### config.mk
export PLATFORM = sky130hd
export DESIGN_NAME = resolver_phase_counter
export DESIGN_NICKNAME = d
export VERILOG_FILES = /design/src/verilog/phase_counter_pkg.sv /design/src/verilog/resolver_phase_counter.sv
export SDC_FILE = /design/constraint.sdc
export NUM_CORES = 1
export LEC_CHECK = 0
export BUFFER_PORTS_ARGS = -buffer_cell sky130_fd_sc_hd__buf_2
export CORE_MARGIN = 5
export CORE_UTILIZATION = 40
export CTS_BUF_LIST = sky130_fd_sc_hd__clkbuf_8 sky130_fd_sc_hd__clkbuf_16
export CTS_CLUSTER_SIZE = 10
export DETAILED_ROUTE_END_ITERATION = 10
export PLACE_DENSITY_LB_ADDON = 0.05
export SLEW_MARGIN = 40
export SYNTH_ARGS = -nofsm -noshare
export SYNTH_HDL_FRONTEND = slang
export SYNTH_SLANG_ARGS = --single-unit
### constraint.sdc
create_clock -name i_mclk -period 2 [get_ports i_mclk]
set_input_delay 0.1 -clock i_mclk [delete_from_list [all_inputs] [get_ports i_mclk]]
set_output_delay 0.1 -clock i_mclk [all_outputs]
set_load 0.02 [all_outputs]
### src/verilog/phase_counter_pkg.sv
// Constants and carrier types for the resolver phase counter
// How it works
// - Start crossing opens gate; count each clock
// - Stop crossing closes gate, halts counting
// - Fine phase offset is 64 times angle
// - Fine count ambiguous; resolve with coarse count (here coarse only replaces a lost fine count)
// - Coarse start from network, stop from excitation
// - Coarse angle used only when fine failed (here also whenever i_fine_ref_ok is low)
// - Each channel has its own reference enable
// - Window spans at most one excitation period
`default_nettype none
package phase_counter_pkg;
  localparam int CNT_HZ = 2048000;
  localparam int EXC_HZ = 1016;
  // One excitation period of counting clocks, rounded down
  localparam int PERIOD_CYCLES = CNT_HZ / EXC_HZ;
  localparam int CNT_W = 12;
  localparam int FINE_MULT = 64;
  localparam int SYNC_LEN = 3;
  typedef struct packed {
    logic [CNT_W-1:0] count;
    logic valid;
    logic overrun;
  } reading_t;
  typedef enum logic [2:0] {
    ST_IDLE = 3'b001,
    ST_ARMED = 3'b010,
    ST_GATE = 3'b100
  } gate_state_t;
endpackage : phase_counter_pkg
`default_nettype wire

### src/verilog/resolver_phase_counter.sv
// Gated phase counter for a two-speed resolver angle readout
`timescale 1ns/1ps
`default_nettype none
module resolver_phase_counter (
  // Clock and reset
  input wire logic i_mclk,
  input wire logic i_rst_b,
  // Counting clock tick (2.048 MHz enable, same domain)
  input wire logic i_fine_tick,
  input wire logic i_coarse_tick,
  // Zero-crossing waveform inputs (asynchronous pins)
  input wire logic i_start_phase_wave,
  input wire logic i_stop_phase_wave,
  input wire logic i_coarse_start_wave,
  input wire logic i_excitation_reference,
  // Channel health
  input wire logic i_fine_ref_ok,
  input wire logic i_coarse_ref_ok,
  input wire logic i_fine_failed,
  // Results
  output logic [phase_counter_pkg::CNT_W-1:0] o_fine_count,
  output logic o_fine_valid,
  output logic [phase_counter_pkg::CNT_W-1:0] o_coarse_count,
  output logic o_coarse_valid,
  output logic [phase_counter_pkg::CNT_W-1:0] o_angle_count,
  output logic o_angle_is_coarse,
  output logic o_overrun
);
  localparam int W = phase_counter_pkg::CNT_W;
  localparam logic [W-1:0] LIMIT = W'(phase_counter_pkg::PERIOD_CYCLES);

  // Three-stage synchronisers; change accepted when stages two and three agree
  logic [2:0] s_fst, s_fsp, s_cst, s_csp;
  logic fst_q, fsp_q, cst_q, csp_q;

  // Warm-up after reset: filtered levels follow the pins until a real level has
  // reached stage three, so a wave already high at reset is not taken for a crossing
  logic [phase_counter_pkg::SYNC_LEN-1:0] warm;
  logic warm_done;
  always_ff @(posedge i_mclk or negedge i_rst_b) begin
    if (!i_rst_b) begin
      warm <= '0;
    end else begin
      warm <= {warm[phase_counter_pkg::SYNC_LEN-2:0], 1'b1};
    end
  end
  assign warm_done = warm[phase_counter_pkg::SYNC_LEN-1];

  always_ff @(posedge i_mclk or negedge i_rst_b) begin
    if (!i_rst_b) begin
      s_fst <= 3'h0;
      s_fsp <= 3'h0;
      s_cst <= 3'h0;
      s_csp <= 3'h0;
    end else begin
      s_fst <= {s_fst[1:0], i_start_phase_wave};
      s_fsp <= {s_fsp[1:0], i_stop_phase_wave};
      s_cst <= {s_cst[1:0], i_coarse_start_wave};
      s_csp <= {s_csp[1:0], i_excitation_reference};
    end
  end
  always_ff @(posedge i_mclk or negedge i_rst_b) begin
    if (!i_rst_b) begin
      fst_q <= 1'b0;
      fsp_q <= 1'b0;
      cst_q <= 1'b0;
      csp_q <= 1'b0;
    end else if (!warm_done) begin
      fst_q <= s_fst[1];
      fsp_q <= s_fsp[1];
      cst_q <= s_cst[1];
      csp_q <= s_csp[1];
    end else begin
      if (s_fst[1] == s_fst[2]) fst_q <= s_fst[2];
      if (s_fsp[1] == s_fsp[2]) fsp_q <= s_fsp[2];
      if (s_cst[1] == s_cst[2]) cst_q <= s_cst[2];
      if (s_csp[1] == s_csp[2]) csp_q <= s_csp[2];
    end
  end

  // Positive-going crossing detected on the filtered level
  function automatic logic rise(input logic armed, input logic q, input logic [2:0] s);
    rise = armed && !q && s[1] && s[2];
  endfunction : rise

  logic fine_start, fine_stop, coarse_start, coarse_stop;
  assign fine_start = rise(warm_done, fst_q, s_fst);
  assign fine_stop = rise(warm_done, fsp_q, s_fsp);
  assign coarse_start = rise(warm_done, cst_q, s_cst);
  assign coarse_stop = rise(warm_done, csp_q, s_csp);

  // Fine channel: reading spans 64x the mechanical angle, wraps 64 times per turn
  logic [W-1:0] fine_cnt;
  logic fine_gate;
  logic fine_over;
  always_ff @(posedge i_mclk or negedge i_rst_b) begin
    if (!i_rst_b) begin
      fine_gate <= 1'b0;
      fine_cnt <= '0;
      fine_over <= 1'b0;
      o_fine_count <= '0;
      o_fine_valid <= 1'b0;
    end else if (!i_fine_ref_ok) begin
      fine_gate <= 1'b0;
      o_fine_valid <= 1'b0;
    end else if (fine_gate && fine_stop) begin
      fine_gate <= 1'b0;
      o_fine_count <= fine_cnt;
      o_fine_valid <= !fine_over;
    end else if (fine_start) begin
      fine_gate <= 1'b1;
      fine_cnt <= '0;
      fine_over <= 1'b0;
    end else if (fine_gate && i_fine_tick) begin
      if (fine_cnt == LIMIT - 1'b1) begin
        fine_over <= 1'b1;
        fine_gate <= 1'b0;
        o_fine_valid <= 1'b0;
      end else begin
        fine_cnt <= fine_cnt + 1'b1;
      end
    end
  end

  // Coarse channel: same gated counting, own reference
  logic [W-1:0] coarse_cnt;
  logic coarse_gate;
  logic coarse_over;
  always_ff @(posedge i_mclk or negedge i_rst_b) begin
    if (!i_rst_b) begin
      coarse_gate <= 1'b0;
      coarse_cnt <= '0;
      coarse_over <= 1'b0;
      o_coarse_count <= '0;
      o_coarse_valid <= 1'b0;
    end else if (!i_coarse_ref_ok) begin
      coarse_gate <= 1'b0;
      o_coarse_valid <= 1'b0;
    end else if (coarse_gate && coarse_stop) begin
      coarse_gate <= 1'b0;
      o_coarse_count <= coarse_cnt;
      o_coarse_valid <= !coarse_over;
    end else if (coarse_start) begin
      coarse_gate <= 1'b1;
      coarse_cnt <= '0;
      coarse_over <= 1'b0;
    end else if (coarse_gate && i_coarse_tick) begin
      if (coarse_cnt == LIMIT - 1'b1) begin
        coarse_over <= 1'b1;
        coarse_gate <= 1'b0;
        o_coarse_valid <= 1'b0;
      end else begin
        coarse_cnt <= coarse_cnt + 1'b1;
      end
    end
  end

  // Angle selection: coarse only as fallback for a lost fine channel
  logic fine_lost;
  assign fine_lost = i_fine_failed || !i_fine_ref_ok;
  always_ff @(posedge i_mclk or negedge i_rst_b) begin
    if (!i_rst_b) begin
      o_angle_count <= '0;
      o_angle_is_coarse <= 1'b0;
      o_overrun <= 1'b0;
    end else begin
      o_angle_is_coarse <= fine_lost;
      o_angle_count <= fine_lost ? o_coarse_count : o_fine_count;
      o_overrun <= fine_over || coarse_over;
    end
  end

  // Fine channel gate and counter
  AST_GATE_OPENS: assert property (@(posedge i_mclk) disable iff (!i_rst_b)
    i_fine_ref_ok && fine_start && !(fine_gate && fine_stop) |=> fine_gate && fine_cnt == '0)
    else $error("fine gate did not open at start");
  AST_START_PULSE: assert property (@(posedge i_mclk) disable iff (!i_rst_b)
    fine_start |=> !fine_start)
    else $error("fine start pulse lasted more than one clock");
  AST_GATE_CLOSES: assert property (@(posedge i_mclk) disable iff (!i_rst_b)
    i_fine_ref_ok && fine_gate && fine_stop |=> !fine_gate && o_fine_count == $past(fine_cnt))
    else $error("fine gate did not close at stop");
  AST_CLOSED_HALT: assert property (@(posedge i_mclk) disable iff (!i_rst_b)
    !fine_gate && !fine_start |=> fine_cnt == $past(fine_cnt))
    else $error("fine counter moved with the gate shut");
  AST_COUNT_ADV: assert property (@(posedge i_mclk) disable iff (!i_rst_b)
    i_fine_ref_ok && fine_gate && i_fine_tick && !fine_stop && !fine_start
      && fine_cnt < LIMIT - 1'b1 |=> fine_cnt == $past(fine_cnt) + 1'b1)
    else $error("fine counter did not advance");
  AST_OVERRUN: assert property (@(posedge i_mclk) disable iff (!i_rst_b)
    i_fine_ref_ok && fine_gate && i_fine_tick && !fine_stop && !fine_start
      && fine_cnt == LIMIT - 1'b1 |=> !fine_gate && fine_over && !o_fine_valid)
    else $error("fine window ran past one excitation period");
  AST_COUNT_BOUND: assert property (@(posedge i_mclk) disable iff (!i_rst_b)
    fine_cnt < LIMIT && coarse_cnt < LIMIT)
    else $error("count exceeded one excitation period");
  AST_FINE_WRAP: assert property (@(posedge i_mclk) disable iff (!i_rst_b)
    o_fine_valid |-> o_fine_count < LIMIT)
    else $error("fine reading outside one electrical cycle");
  AST_REF_LOSS: assert property (@(posedge i_mclk) disable iff (!i_rst_b)
    !i_fine_ref_ok |=> !fine_gate && !o_fine_valid)
    else $error("fine channel ran without reference");
  AST_HOLD: assert property (@(posedge i_mclk) disable iff (!i_rst_b)
    !(fine_gate && fine_stop) |=> o_fine_count == $past(o_fine_count))
    else $error("held fine result changed");

  // Coarse channel gate and counter
  AST_COARSE_OPENS: assert property (@(posedge i_mclk) disable iff (!i_rst_b)
    i_coarse_ref_ok && coarse_start && !(coarse_gate && coarse_stop)
      |=> coarse_gate && coarse_cnt == '0)
    else $error("coarse gate did not open at start");
  AST_COARSE_CLOSE: assert property (@(posedge i_mclk) disable iff (!i_rst_b)
    i_coarse_ref_ok && coarse_gate && coarse_stop |=> !coarse_gate)
    else $error("coarse gate did not close");
  AST_COARSE_ADV: assert property (@(posedge i_mclk) disable iff (!i_rst_b)
    i_coarse_ref_ok && coarse_gate && i_coarse_tick && !coarse_stop && !coarse_start
      && coarse_cnt < LIMIT - 1'b1 |=> coarse_cnt == $past(coarse_cnt) + 1'b1)
    else $error("coarse counter did not advance");
  AST_COARSE_LOSS: assert property (@(posedge i_mclk) disable iff (!i_rst_b)
    !i_coarse_ref_ok |=> !coarse_gate && !o_coarse_valid)
    else $error("coarse channel ran without reference");
  AST_COARSE_HOLD: assert property (@(posedge i_mclk) disable iff (!i_rst_b)
    !(coarse_gate && coarse_stop) |=> o_coarse_count == $past(o_coarse_count))
    else $error("held coarse result changed");

  // Angle source selection
  AST_FALLBACK: assert property (@(posedge i_mclk) disable iff (!i_rst_b)
    !fine_lost ##1 !fine_lost |-> !o_angle_is_coarse && o_angle_count == $past(o_fine_count))
    else $error("coarse used while fine healthy");
  AST_ANGLE_COARSE: assert property (@(posedge i_mclk) disable iff (!i_rst_b)
    fine_lost |=> o_angle_is_coarse && o_angle_count == $past(o_coarse_count))
    else $error("fine channel lost but angle not from coarse");
endmodule : resolver_phase_counter
`default_nettype wire

# After elaboration in Yosys (flattened, before gate mapping)
# Index checks and enable logic that the tools add are counted.
[op_classes] add_sub_neg=2 n_eq_ne=22 muxes=37 bitwise=2 reduce_logical=39
[ops] cell="$mux W12" n=7
[ops] cell="$mux W1" n=30
[ops] cell="$add A12 B1 Y12 const B" n=2
[ops] cell="$eq A12 B11 Y1 const B" n=2
[ops] cell="$logic_and A1 B1 Y1" n=16
[ops] cell="$ne A4 B1 Y1 const B" n=4
[ops] cell="$reduce_and A4 Y1" n=4
[ops] cell="$ne A3 B1 Y1 const B" n=4
[ops] cell="$ne A2 B1 Y1 const B" n=4
[ops] cell="$reduce_and A2 Y1" n=4
[ops] cell="$reduce_bool A2 Y1" n=4
[ops] cell="$logic_not A1 Y1" n=7
[ops] cell="$ne A3 B2 Y1 const B" n=2
[ops] cell="$reduce_and A3 Y1" n=2
[ops] cell="$eq A1 B1 Y1" n=4
[ops] cell="$ne A2 B2 Y1 const B" n=2
[ops] cell="$logic_or A1 B1 Y1" n=2
[ops] cell="$not A1 Y1" n=2
[totals] ff_bits=87 in_bits=11 out_inout_bits=40 word_cells=124

# Logic depth before layout (Yosys ltp)
[logic_depth] word_depth=7 depth_mapped=6 mapped_depth_nobuf=6

# Worst setup path before layout
# OpenSTA, ideal clock, no wires.
[synth_timing] path_type="register to register" startpoint="register coarse_cnt[2]" endpoint="register coarse_cnt[9]" setup_ns=0.087 arrival_time_ns=1.640 t_required_ns=1.913 slack_ns=0.274 path_stages_with_launch=5 n_path_buf=0 period_less_slack_ns=1.726 path_cell_list="dfrtp_1 > nand3_2 > or4_4 > or4_1 > o211ai_1"
[synth_via] elab_chain_len=4 elab_cells_between_ends=7 classes_between="add/sub: 1; eq/ne: 2; mux: 3; reduce/logical: 1"
[synth_lines] element="start, declared" line_no="resolver_phase_counter.sv:126" text="logic [W-1:0] coarse_cnt;"
[synth_lines] element="start signal, assigned" line_no="resolver_phase_counter.sv:153" text="coarse_cnt <= coarse_cnt + 1'b1;"
[synth_lines] element="$add A12 B1 Y12" line_no="resolver_phase_counter.sv:153"
[synth_lines] element="$mux W12" line_no="resolver_phase_counter.sv:148" text="if (coarse_cnt == LIMIT - 1'b1) begin"
[synth_lines] element="$mux W12" line_no="resolver_phase_counter.sv:147" text="end else if (coarse_gate && i_coarse_tick) begin"
[synth_lines] element="$mux W12" line_no="resolver_phase_counter.sv:143" text="end else if (coarse_start) begin"
# Parallel ways exist; a longest one is shown, timed or not. The select of a mux whose other input is x is not followed.
# A chain may end at the register's enable or synchronous reset.

# Final worst setup path
# Ends and elaborated chain as after synthesis.

==> impl_results.md <==
* DR pass1 iterations at 4
* Setup ws final at between 150 and 200 ps
* Clock Sink Count at 87
* Ys async rst share at between 90% and 100%
* Die Area at 11400 sq um
* Worst Path Buf+Inv at 0
* Post-route antenna net violation count at 0
* Die Ht at around 110 um
* Post-Synthesis Cell Area at between 3000 and 4000 sq um
* Post-Syn Instances at ~320
* Outcome: finished, final reports clean
* Vias/cell at 5.48
* Core box area at slightly above 9000 sq um
* Final net count at 405
* Worst Path Required at ~2300 ps
* Routability cong. at 0.823
* Max clock buf depth at 2
* Delay-heaviest family, CP: simple AND/OR/NAND/NOR gates
* Remaining DRCs at 0
* Count of final max-slew check failures at 0
* Buffers on Ports at 50
* First-pass GRT wire length at between 10000 and 15000 um
* Placed instance area at 4200 sq um
* Starting DRC count in detailed routing at ~130
* PwrDens at about 840 nW/um^2
* Critical Path AT at about 2100 ps
* Slew Limit Headroom at between 60% and 70%
* Leak at around 0.0022 uW
* Worst setup SP type: flop
* Clk root buf: clkbuf_8
* DR WL met3 at 427 um
* Top layer used by detailed routing: met4
* Setup TNS at 0 ps
* Worst hold slack at 161 ps
* Congestion Overflow GR at 0
* Critical path capture point type: flop
* Most common cell after layout, fill and taps aside: dfrtp_1
* Pre-CTS setup slack at 175 ps
* Global Route Usage Sum at 15.8%
* Endpoints failing hold at 0
* Syn_nets at about 340
* # fillers at approximately 840
* WL final at ~8600 um
* Post-synth EDFFs at 0
* RSZ-0062 raised after global routing: no
* Yosys reg bits at 87
* Antenna diode count at 0
* Die Wd at ~110 um
* Final period utilization at a little over 90%
* Fmax at ~540 MHz
* Initial antenna violation count at 0
* Max stage delay on crit path at between 500 and 600 ps
* DR vias at roughly 2800
* Initial Util at 40.8%
* CTS Buf Count at 9
* VDD IR max at roughly 0.42 mV
* Slew @ Worst Pin at just under 600 ps
* IO Pins at between 50 and 60
* M1 WL at about 4200 um
* Post-route cell area at 4480 sq um
* Hpwl dp at roughly 6200 um
* Post-CTS Resized at 0
* Layout cells sized above 1 at between 30% and 40%
* Cell Rows at 35
* Hold WC Path Type: in2reg
* Post-DR wirelength/cell at 17.0 um
* H-tree level count at 3
* Worst skew pair latency at about 340 ps
* Most frequent cells in the layout: 87 x dfrtp_1, 49 x buf_2, 31 x mux2_2, 27 x nand2_1, 17 x nand3_1
* Synth-to-layout area growth at 20.1%
* Vias in the first global route at roughly 2700
* Sequential area share after synthesis at between 50 and 60%
* Final min period at between 1500 and 2000 ps
* Post-route total power at approximately 3800 uW
* Synthesis Warnings at 0
* Critical-path cell list: nand3_2, or4_4, or4_1, o211ai_1
* Main synth FF type: dfrtp_1
* Crit-path max FO at 7
* Clk_skew at 8.18 ps
* Largest net degree at the start of global routing at 54
* Clock-pin transition on the worst setup and hold timing paths at approximately 90 ps
* Setup-failing EPs final at 0
* Syn avg cell area at 11.6 sq um
* Slowest cell on the critical path: or4_4
* Yosys cell types at between 40 and 50
* CTS tree: yes
* Max-cap violation count at 0
* DR WL met2 at 3770 um
* Setup CP Type: reg2reg
==> cell usage after synthesis, types with 3 or more instances <==
| cell type | instances | area, sq um |
|---|---|---|
| dfrtp_1 | 87 | 2180 |
| mux2_2 | 31 | 349 |
| nand2_1 | 27 | 101 |
| nand3_1 | 17 | 85.1 |
| o211ai_1 | 16 | 120 |
| o21ai_0 | 16 | 80.1 |
| a21oi_1 | 15 | 75.1 |
| clkbuf_1 | 13 | 48.8 |
| inv_1 | 13 | 48.8 |
| or4_1 | 11 | 82.6 |
| nor2_1 | 7 | 26.3 |
| nand4_1 | 5 | 31.3 |
| and3_1 | 4 | 25.0 |
| ha_1 | 4 | 50.1 |
| mux2i_1 | 4 | 40.0 |
| nand2b_1 | 4 | 25.0 |
| o31ai_1 | 4 | 30.0 |
| or2_2 | 4 | 25.0 |
| or3_1 | 4 | 25.0 |
| a31oi_1 | 3 | 18.8 |
| and2_1 | 3 | 18.8 |
| and4b_1 | 3 | 30.0 |
| nand4b_1 | 3 | 26.3 |
| nor3_1 | 3 | 15.0 |
==> state kept, by name, indices dropped and copies added, names as in the netlist, 3 cells and up <==
| register | cells |
|---|---|
| warm | 3 |
| s_fst | 3 |
| fine_cnt | 12 |
| s_csp | 3 |
| o_angle_count | 12 |
| o_coarse_count | 12 |
| o_fine_count | 12 |
| coarse_cnt | 12 |
| s_fsp | 3 |
| s_cst | 3 |
==> report_power, final <==
group	total, uW	internal (uW)	leakage [uW]	switching, uW
Clock	1390	770	0.000112	617
Combinational	427	175	0.000920	252
Sequential	1970	1860	0.00113	105
Total	3780	2810	0.00216	974
==> stage by stage <==
step	cells	utilization, %
floorplan	322	-
global placement	485	45.9
detailed placement	485	45.9
CTS	506	48.9
global route	506	48.9
finish	506	48.9
==> area by class of cell <==
| class | count | area [sq um] | share of cell area [%] |
|---|---|---|---|
| sequential | 87 | 2180 | 48.6 |
| multi-input combinational | 209 | 1460 | 32.5 |
| timing repair buffer | 70 | 428 | 9.55 |
| clock buffer | 11 | 151 | 3.38 |
| tap | 111 | 139 | 3.10 |
| clock inverter | 5 | 80.1 | 1.79 |
| inverter | 13 | 48.8 | 1.09 |
==> worst paths after layout <==
check,startpoint,end,slack [ps],depth (start not counted)
worst max-delay path,coarse_cnt[2],coarse_cnt[9],160,4
worst min-delay path,i_fine_ref_ok,o_fine_valid,160,3
worst max register to register,coarse_cnt[2],coarse_cnt[9],160,4
worst min register to register,s_csp[0],s_csp[1],360,0
max in group asynchronous,i_rst_b,fine_cnt[7],1110,3
min in group asynchronous,i_rst_b,fine_cnt[10],250,2
==> worst reg2reg max path, delay by kind of cell, from the launching register on <==
kind / cells / cell delay (ps)
and+or+nand+nor: 3 / 1220
DFF: 1 / 450
AOI/OAI and AO/OA: 1 / 100
==> cells by family (layout without fill, tap and decap cells) <==
group	Yosys count	count (layout)	synth area share (%)
buf+inv	26	99	2.62
simple gates	100	100	15.2
mux	35	35	10.4
compound gates	69	69	11.9
other cells	1	1	0.101
fa+ha+maj	4	4	1.34
flops	87	87	58.4
==> routing by layer <==
metal,GRT usage (%),vias to the layer above
met5,0,-
met4,5.48,0
met3,3.04,12
met1,23.4,1363
met2,23.2,74
li1,-,1322
==> repair_timing <==
item	4_1_cts	5_1_grt
buffers inserted	0	0
hold buffers	5	0
endpoints found under the hold margin	38	0
Note: power is estimated with default switching activity, not from simulation.
